--- src/rtl/wdi_pkg.sv ---
package wdi_pkg;
  // ----------------------------------------------------------------
  // counter geometry and timing
  // ----------------------------------------------------------------
  localparam int          CNT_W      = 15;
  localparam logic [14:0] CNT_START  = 15'h0000;
  localparam logic [14:0] CNT_LAST   = 15'h7fff;
  localparam int          PRESCALE   = 24;
  localparam int          ARM_WINDOW = 1;
  // ----------------------------------------------------------------
  // control register bit positions
  // ----------------------------------------------------------------
  localparam int          TRIG_POS   = 0;
  localparam int          ARM_POS    = 1;
  localparam logic [7:0]  CTRL_RESET = 8'h00;
  typedef enum logic [1:0] {WR_NONE, WR_BIT, WR_BYTE} wdi_wr_t;
endpackage

--- src/rtl/wdi_prescale.sv ---
module wdi_prescale #(
  parameter int DIV = wdi_pkg::PRESCALE
) (
  input  wire logic clk,
  input  wire logic sys_rst,
  input  wire logic clear,
  output logic      tick
);
  logic [$clog2(DIV)-1:0] cnt;
  wire                    at_end = (cnt == ($clog2(DIV))'(DIV - 1));

  always_ff @(posedge clk) begin
    if (sys_rst || clear || at_end) begin
      cnt <= '0;
    end else begin
      cnt <= cnt + 1'b1;
    end
  end

  always_ff @(posedge clk) begin
    if (sys_rst) begin
      tick <= 1'b0;
    end else begin
      tick <= at_end && !clear;
    end
  end
endmodule // wdi_prescale

--- src/rtl/wdi_watchdog.sv ---
// Notes on behaviour
// counter keeps counting in idle mode
// idle overflow raises no reset
// idle overflow restarts the count
// refresh needs arm set, then trigger
// whole-byte writes do not refresh
// no refresh: overflow resets the device
// firmware uses single-bit sets to refresh
// firmware refreshes right after idle exit
// firmware may refresh in timer handler
// refresh clears counter to start
module wdi_watchdog #(
  parameter int CNT_W = wdi_pkg::CNT_W,
  parameter int DIV   = wdi_pkg::PRESCALE
) (
  input  wire logic             clk,
  input  wire logic             sys_rst,
  input  wire logic             wd_enable,
  input  wire logic             idle_mode,
  input  wire wdi_pkg::wdi_wr_t wr_kind,
  input  wire logic [2:0]       wr_bit_sel,
  input  wire logic             wr_bit_val,
  input  wire logic [7:0]       wr_byte,
  output logic [7:0]            watchdog_control_reg,
  output logic [CNT_W-1:0]      wd_count,
  output logic                  wd_reset,
  output logic                  wd_refreshed
);
  // ----------------------------------------------------------------
  // control register writes
  // ----------------------------------------------------------------
  logic tick;
  logic arm_recent;
  wire  bit_wr   = (wr_kind == wdi_pkg::WR_BIT);
  wire  byte_wr  = (wr_kind == wdi_pkg::WR_BYTE);
  wire  arm_set  = bit_wr && wr_bit_val &&
                   (wr_bit_sel == 3'(wdi_pkg::ARM_POS));
  wire  trig_set = bit_wr && wr_bit_val &&
                   (wr_bit_sel == 3'(wdi_pkg::TRIG_POS));
  // arm then trigger
  // byte writes excluded
  wire  refresh  = trig_set && arm_recent &&
                   watchdog_control_reg[wdi_pkg::ARM_POS];
  wire  at_last  = (wd_count == CNT_W'(wdi_pkg::CNT_LAST));
  wire  overflow = wd_enable && tick && at_last && !refresh;
  logic [7:0] next_ctrl;

  always_comb begin
    next_ctrl = watchdog_control_reg;
    if (byte_wr) begin
      next_ctrl = wr_byte;
    end else if (bit_wr) begin
      next_ctrl[wr_bit_sel] = wr_bit_val;
    end
    if (refresh) begin
      next_ctrl[wdi_pkg::ARM_POS]  = 1'b0;
      next_ctrl[wdi_pkg::TRIG_POS] = 1'b0;
    end
  end

  always_ff @(posedge clk) begin
    if (sys_rst) begin
      watchdog_control_reg <= wdi_pkg::CTRL_RESET;
      arm_recent           <= 1'b0;
    end else begin
      watchdog_control_reg <= next_ctrl;
      // only the very next write may trigger
      if (wr_kind != wdi_pkg::WR_NONE) begin
        arm_recent <= arm_set;
      end
    end
  end

  // ----------------------------------------------------------------
  // counter
  // ----------------------------------------------------------------
  wdi_prescale #(.DIV(DIV)) u_pre (
    .clk     (clk),
    .sys_rst (sys_rst),
    .clear   (refresh),
    .tick    (tick)
  );

  always_ff @(posedge clk) begin
    if (sys_rst || !wd_enable) begin
      wd_count <= CNT_W'(wdi_pkg::CNT_START);
    // refresh clears count
    end else if (refresh) begin
      wd_count <= CNT_W'(wdi_pkg::CNT_START);
    // idle does not stop counting
    // overflow wraps to start
    end else if (tick) begin
      wd_count <= wd_count + 1'b1;
    end
  end

  always_ff @(posedge clk) begin
    if (sys_rst) begin
      wd_reset     <= 1'b0;
      wd_refreshed <= 1'b0;
    end else begin
      // idle suppresses reset
      // overflow resets device
      wd_reset     <= overflow && !idle_mode;
      wd_refreshed <= refresh;
    end
  end

  // ----------------------------------------------------------------
  // assertions
  // ----------------------------------------------------------------
  property p_idle_count;
    @(posedge clk) disable iff (sys_rst)
      wd_enable && idle_mode && tick && !refresh && !at_last
      |=> wd_count == $past(wd_count) + 1'b1;
  endproperty
  a_idle_count: assert property (p_idle_count)
    else $error("counter stalled in idle");

  property p_idle_noreset;
    @(posedge clk) disable iff (sys_rst)
      overflow && idle_mode |=> !wd_reset;
  endproperty
  a_idle_noreset: assert property (p_idle_noreset)
    else $error("reset raised in idle");

  property p_wrap;
    @(posedge clk) disable iff (sys_rst)
      overflow && !refresh |=> wd_count == '0;
  endproperty
  a_wrap: assert property (p_wrap)
    else $error("count did not restart after overflow");

  property p_seq;
    @(posedge clk) disable iff (sys_rst)
      wd_refreshed |-> $past(trig_set);
  endproperty
  a_seq: assert property (p_seq)
    else $error("refresh without trigger set");

  property p_byte;
    @(posedge clk) disable iff (sys_rst)
      byte_wr |=> !wd_refreshed;
  endproperty
  a_byte: assert property (p_byte)
    else $error("byte write refreshed watchdog");

  property p_reset;
    @(posedge clk) disable iff (sys_rst)
      overflow && !idle_mode |=> wd_reset;
  endproperty
  a_reset: assert property (p_reset)
    else $error("overflow gave no reset");

  property p_clear;
    @(posedge clk) disable iff (sys_rst)
      refresh && wd_enable |=> wd_count == '0 ##1 wd_count == '0;
  endproperty
  a_clear: assert property (p_clear)
    else $error("refresh did not clear count");

  property p_pulse;
    @(posedge clk) disable iff (sys_rst)
      wd_reset |-> $past(at_last);
  endproperty
  a_pulse: assert property (p_pulse)
    else $error("reset without terminal count");

  property p_stale;
    @(posedge clk) disable iff (sys_rst)
      trig_set && !arm_recent |=> !wd_refreshed;
  endproperty
  a_stale: assert property (p_stale)
    else $error("trigger without fresh arm refreshed");

  property p_ctrl_clear;
    @(posedge clk) disable iff (sys_rst)
      refresh |=> !watchdog_control_reg[wdi_pkg::ARM_POS] &&
                  !watchdog_control_reg[wdi_pkg::TRIG_POS];
  endproperty
  a_ctrl_clear: assert property (p_ctrl_clear)
    else $error("refresh left arm or trigger set");

  property p_hold;
    @(posedge clk) disable iff (sys_rst)
      wd_enable && !tick && !refresh |=> $stable(wd_count);
  endproperty
  a_hold: assert property (p_hold)
    else $error("count moved without a tick");

  property p_disable;
    @(posedge clk) disable iff (sys_rst)
      !wd_enable |=> wd_count == CNT_W'(wdi_pkg::CNT_START);
  endproperty
  a_disable: assert property (p_disable)
    else $error("count not held while disabled");

  property p_idle_restart;
    @(posedge clk) disable iff (sys_rst)
      overflow && idle_mode |=> wd_count == CNT_W'(wdi_pkg::CNT_START);
  endproperty
  a_idle_restart: assert property (p_idle_restart)
    else $error("idle overflow did not restart count");

  property p_reset_pulse;
    @(posedge clk) disable iff (sys_rst)
      wd_reset |=> !wd_reset;
  endproperty
  a_reset_pulse: assert property (p_reset_pulse)
    else $error("reset pulse longer than one cycle");

  property p_refresh_pulse;
    @(posedge clk) disable iff (sys_rst)
      wd_refreshed |=> !wd_refreshed;
  endproperty
  a_refresh_pulse: assert property (p_refresh_pulse)
    else $error("refresh pulse longer than one cycle");

  // ----------------------------------------------------------------
  // cover points
  // ----------------------------------------------------------------

  c_refresh: cover property (@(posedge clk) disable iff (sys_rst)
    arm_set ##1 trig_set);
  c_idle_ovf: cover property (@(posedge clk) disable iff (sys_rst)
    overflow && idle_mode);
  c_reset: cover property (@(posedge clk) disable iff (sys_rst)
    wd_reset);
  c_stale: cover property (@(posedge clk) disable iff (sys_rst)
    trig_set && !arm_recent);
  c_idle_exit: cover property (@(posedge clk) disable iff (sys_rst)
    $fell(idle_mode) ##[1:8] refresh);
endmodule // wdi_watchdog

--- config.mk ---
export PLATFORM = sky130hd
export DESIGN_NAME = wdi_watchdog
export DESIGN_NICKNAME = d
export VERILOG_FILES = /design/src/rtl/wdi_pkg.sv /design/src/rtl/wdi_prescale.sv /design/src/rtl/wdi_watchdog.sv
export SDC_FILE = /design/constraint.sdc
export NUM_CORES = 1
export LEC_CHECK = 0
export ABC_AREA = 1
export BUFFER_PORTS_ARGS = -buffer_cell sky130_fd_sc_hd__clkbuf_2
export CELL_PAD_IN_SITES_DETAIL_PLACEMENT = 1
export CELL_PAD_IN_SITES_GLOBAL_PLACEMENT = 1
export CORE_ASPECT_RATIO = 1.4
export CORE_MARGIN = 4
export CORE_UTILIZATION = 30
export CTS_CLUSTER_SIZE = 12
export DETAILED_ROUTE_END_ITERATION = 7
export PLACE_DENSITY = 0.66
export SLEW_MARGIN = 20
export SYNTH_ARGS = -nofsm -noshare
export SYNTH_HDL_FRONTEND = slang
export SYNTH_SLANG_ARGS = --single-unit
--- constraint.sdc ---
create_clock -name clk -period 1.38 [get_ports clk]
set_input_delay 0.276 -clock clk [delete_from_list [all_inputs] [get_ports clk]]
set_output_delay 0.276 -clock clk [all_outputs]
set_load 0.05 [all_outputs]
==> results of run 1 <==
## synthesized netlist by cell type
master     n  area, um^2
a21o_1     1       7.510
a21oi_1   10       50.05
a21oi_2    2       17.52
buf_2      2       10.01
buf_4      1       7.510
dfxtp_1   32       640.6
ha_1       5       62.56
inv_1     24       90.09
inv_2      5       18.77
inv_4      1       6.260
inv_6      1       8.760
mux2i_1    1       10.01
nand2_1   62       232.7
nand2_2    3       18.77
nand2_4    2       22.52
nand3_1   15       75.07
nand3_2    6       60.06
nand3_4    1       17.52
nand3b_1   1       7.510
nand4_1    5       31.28
nor2_1    31       116.4
nor2_2     6       37.54
nor2_4     2       22.52
nor2_8     3       60.06
nor3_1     2       10.01
nor3_2     2       20.02
o21ai_0   14       70.07
o21ai_1    2       10.01
o21ai_2    3       26.28
or2_2      1       6.260
xnor2_1    1       8.760
xor2_1     2       17.52
## cell usage in the layout (no fill, tap or decap), types with 3 or more instances in the layout
cell type and n:
ha_1 5, inv_1 24, nor2_2 6, nor2_8 3
buf_4 4, nand4_1 5, nand3_1 15, nand3_2 6
nor2_1 31, nand2_2 3, clkbuf_8 6, clkbuf_2 42
a21oi_1 10, inv_2 5, dfxtp_2 8, dfxtp_1 24
nand2_1 62, o21ai_0 14, o21ai_2 3
## cell type report
class / count / share of cell area [%]
Tap cell: 70 / 3.962
Sequential cell: 32 / 29.43
Inverter: 31 / 5.603
Multi-Input combinational cell: 183 / 46.07
Clock buffer: 8 / 4.075
Timing Repair Buffer: 46 / 10.87
## layer usage
layer / vias up / share of wire, % / global-route usage [%]
met5: - / 0 / 0
met1: 797 / 43 / 15.13
li1: 895 / - / -
met3: 11 / 3.5 / 2.831
met2: 35 / 51 / 24.32
met4: 0 / 2.3 / 5.858
## worst reg2reg max path, stage by stage (launching register included)
cell and delay [ns]:
dfxtp_2 0.36, ha_1 0.21, nand3_2 0.11, nor2_4 0.19, nand2_2 0.09, nor3_1 0.14, nor2_1 0.06
## report_power, final
part | internal, uW | switching (uW)
logic | 85.8 | 188
clock network | 407 | 351
registers | 948 | 14.3
total | 1440 | 553
## cells by family (layout without fill, tap and decap cells)
group / count (synthesis) / in the layout
simple gates: 142 / 142
flops: 32 / 32
xor+xnor: 3 / 3
compound gates: 32 / 32
mux: 1 / 1
buf+inv: 34 / 85
fa+ha+maj: 5 / 5
## metrics by stage
stage | setup TNS, ns | instance area, um^2 | setup WS, ns | power [uW] | hold WS [ns]
after floorplan | -0.02696 | 1810 | -0.02696 | 1175 | 0.3484
after global placement | -0.02583 | 2121 | -0.01212 | 1257 | 0.4280
after detailed placement | -0.3913 | 2121 | -0.06403 | 1263 | 0.4462
after CTS | 0 | 2211 | 0.04855 | 2040 | 0.1861
after global routing | 0 | 2211 | 0.01339 | 2098 | 0.1923
final | 0 | 2211 | 0.06787 | 1994 | 0.1951
## path summary, 6_finish.rpt
check	from	endpoint	slack (ns)	cells past startpoint
worst max-delay path	wd_count[9]	wd_count[9]	0.07	1
worst min-delay path	sys_rst	wd_refreshed	0.20	2
worst max register to register	wd_count[1]	wd_count[12]	0.12	6
worst min register to register	u_pre.cnt[0]	u_pre.cnt[0]	0.45	1
==> out/metrics.yaml, run 1 <==
dr_total_vias: 1738
period_minus_slack_ns: 1.312
ys_seq_area_share_pct: 35.58
io_pins: 43
synth.net_count: 272
synth_xor_area_share_pct: 1.459
largest_reg_flops: 15
critPathMaxFanout: 6
multiInputGateArea_um2: 1018
fin_util_pct: 37.71
dp_hpwl_um: 3572
drt_iter0_markers: 55
dp.cells: 362
cp_slowest_cell: "dfxtp_1"
synth_area_per_cell_um2: 7.231
cts_buffers: 5
clk_pin_slew_ns: 0.07
grt_usage_pct: 13.63
port_buffers: 42
grt-ovfl-total: 0
die_area_um2: 7323
yosys_warnings: 0
cp-start-kind: "flop"
grt_pass1_vias: 1877
remaining_drc_errors: 0
wl_per_cell_um: 12.02
powerDensity_nw_per_um2: 902.0
post_cts_resized: 0
core-area_um2: 5863
p_leak_uw: 0.001012
syn2layout_area_growth_pct: 22.79
hold_path.class: "input pin to flop"
postCtsSetupBuffers: 0
cp.arrival_ns: 1.04
timing.final.crit_share_pct: 95.08
status: "finished, final reports clean"
antenna_found_initial: 0
yosys_register_bits: 32
hold_violations: 0
grt_first_pass_wirelength_um: 8031
grt_max_degree: 15
yosys.area_share.simple_pct: 41.00
worstSetupEndpointType: "output port"
worst-path-buf-inv: 1
die_h_um: 99.67
regArea_um2: 650.6
clock_sinks: 32
crit_chain: "clkbuf_2"
worstMarginPinSlew_ns: 0.4302
synth_fa_ha_area_share_pct: 3.475
wl_um: 4448
slowest_delay_ns: 0.43
clock_latency_ns: 0.29
initial_core_util_pct: 30.71
n_antenna_cell: 0
detail-route-antenna-nets: 0
fillers: 779
cts.path.max_buffers: 2
maxSlewViolCount: 0
syn_inst: 249
hold_buffers: 0
ir_worst_vdd_mv: 0.4602
syn-cell-area_um2: 1800
achievable-frequency_mhz: 762.1
h-tree-depth: 2
synth_compound_gate_area_share_pct: 10.08
final_cells: 370
crit_type: "flop to output port"
cap_violations: 0
final_layout_size_suffix_gt1_share_pct: 32.67
synth_top_family_by_area: "simple AND/OR/NAND/NOR gates"
cts_tree: "yes"
max_slew_margin_pct: 71.32
crit_family: "flip-flops"
synth.mux.area_fraction_pct: 0.5559
fp.dieW_um: 73.48
cts_root_buf: "clkbuf_8"
finalSetupViolations: 0
yosysUniqueCellTypes: 32
drtPass1Iterations: 4
gp_congestion: 0.7513
skew_ns: 0.008551
rsz0062_at_grt: "no"
crit_required_ns: 1.10
std_cell_rows: 33
via_per_inst: 4.697
fin_nets: 322
(Power assumes the default switching activity.)
==> inputs of run 2 (changes only) <==
Settings changed: CTS_BUF_LIST from default to sky130_fd_sc_hd__clkbuf_4 sky130_fd_sc_hd__clkbuf_8.
==> out/metrics.yaml, run 2 (synthesized netlist as in run 1, its figures left out) <==
die_h_um: 99.67  # unchanged
hold_violations: 0  # unchanged
busiest_layer: "met2"
finalSetupViolations: 0  # unchanged
post_cts_resized: 0  # unchanged
fillers: 777  # -0.26%
powerDensity_nw_per_um2: 916.3  # +1.6%
cp_num_cells: 1  # unchanged
core-area_um2: 5863  # unchanged
die_area_um2: 7323  # unchanged
period_minus_slack_ns: 1.313  # +0.001118 ns
h-tree-depth: 2  # unchanged
timing.final.crit_share_pct: 95.16  # about the same
status: "finished, final reports clean"
rsz0062_at_grt: "no"
ir_worst_vdd_mv: 0.4607  # about the same
slowest_delay_ns: 0.44  # about the same
maxSlewViolCount: 0  # unchanged
detail-route-antenna-nets: 0  # unchanged
drtPass1Iterations: 4  # unchanged
postCtsSetupBuffers: 0  # unchanged
hold_end: "wd_refreshed"
cap_violations: 0  # unchanged
p_total_uw: 2033  # +1.9%
grt_first_pass_wirelength_um: 8038  # about the same
skew_ns: 0.006042  # -0.002509 ns
p_leak_uw: 0.001018  # +0.68%
layout_commonest_cell: "nand2_1"
globalRouteMet2Util_pct: 24.18  # -0.14 points
syn2layout_area_growth_pct: 23.21
crit_type: "flop to output port"
grt_pass1_vias: 1883  # +0.32%
place_ws_ns: -0.06403  # unchanged
clk_pin_slew_ns: 0.07  # about the same
crit_required_ns: 1.10  # about the same
io_pins: 43  # unchanged
remaining_drc_errors: 0  # unchanged
hold_path.class: "input pin to flop"
reg2reg_to: "wd_count[12]"
worst_hold_slack_ns: 0.1958  # +0.0006860 ns
dr_total_vias: 1740  # +0.12%
cts.path.max_buffers: 2  # unchanged
cts_root_buf: "clkbuf_8"
wl_per_cell_um: 12.05  # +0.20%
cp.arrival_ns: 1.04  # about the same
r2r_slack_ns: 0.12  # about the same
worstMarginPinSlew_ns: 0.4309  # +0.0007589 ns
regToRegStartpoint: "wd_count[1]"
worstSetupEndpointType: "output port"
cp-start-kind: "flop"
via_per_inst: 4.703  # +0.12%
min_from: "sys_rst"
grt_usage_pct: 13.61  # -0.020 points
initial_core_util_pct: 30.71  # unchanged
use_met3_pct: 2.629  # -0.20 points
std_cell_rows: 33  # unchanged
clock_latency_ns: 0.28  # about the same
port_buffers: 42  # unchanged
drt_iter0_markers: 57  # +3.6%
achievable-frequency_mhz: 761.5  # about the same
largest_reg_flops: 15  # unchanged
dp_hpwl_um: 3572  # unchanged
layout_common_cells: "62 x nand2_1, 42 x clkbuf_2, 31 x nor2_1"
hold_buffers: 0  # unchanged
cts_buffers: 5  # unchanged
fin_nets: 322  # unchanged
gp_congestion: 0.7513  # unchanged
n_antenna_cell: 0  # unchanged
fin_area_um2: 2218  # +0.34%
cp_slowest_cell: "dfxtp_1"
holdPathStages: 2  # unchanged
reg2regPathDepth: 6  # unchanged
max_slew_margin_pct: 71.27  # about the same
place_area_um2: 2121  # unchanged
cts_tree: "yes"
critPathMaxFanout: 6  # unchanged
final_layout_size_suffix_gt1_share_pct: 33.33  # +0.67 points
clock_sinks: 32  # unchanged
worst-path-buf-inv: 1  # unchanged
antenna_found_initial: 0  # unchanged
grt_max_degree: 15  # unchanged
crit_chain: "clkbuf_2"
wl_um: 4457  # +0.20%
crit_family: "flip-flops"
use_met1_pct: 15.25  # +0.12 points
fp.dieW_um: 73.48  # unchanged
worst_slack_ns: 0.06676  # -0.001118 ns
grt-ovfl-total: 0  # unchanged
==> run 2: how the worst max path moves through the flow <==
stage	slack [ns]	to	startpoint
5_1_grt	0.01	wd_count[12]	wd_count[1]
3_5_place_dp	-0.06	watchdog_control_reg[7]	wr_kind[0]
6_report	0.07	wd_count[9]	wd_count[9]
4_1_cts	0.05	wd_count[9]	wd_count[9]
2_1_floorplan	-0.03	wd_count[12]	wd_count[9]
3_3_place_gp	-0.01	watchdog_control_reg[3]	wr_kind[0]
==> run 2: final cells by class <==
class                      count  area (um^2)  area share, %
multi-input combinational    183         1018          45.91
sequential                    32        650.6          29.33
timing repair buffer          46        240.2          10.83
inverter                      31        123.9          5.584
clock buffer                   8        97.59          4.399
tap                           70        87.58          3.948
==> run 2: layer usage <==
| layer | share of wire [%] | up-vias |
|---|---|---|
| li1 | - | 895 |
| met1 | 43 | 800 |
| met2 | 51 | 35 |
| met3 | 3.5 | 10 |
| met4 | 2.2 | 0 |
| met5 | 0 | - |
==> run 2: per-stage QoR <==
step	util [%]	TNS [ns]	instances
after floorplan	-	-0.02696	249
after global placement	36.17	-0.02583	362
after detailed placement	36.17	-0.3913	362
after CTS	37.84	0	370
after global routing	37.84	0	370
final	37.84	0	370
==> run 2: power by group <==
part	switching (uW)	internal (uW)
Clock	349	446
Sequential	14.6	948
Combinational	188	85.8
Total	552	1480
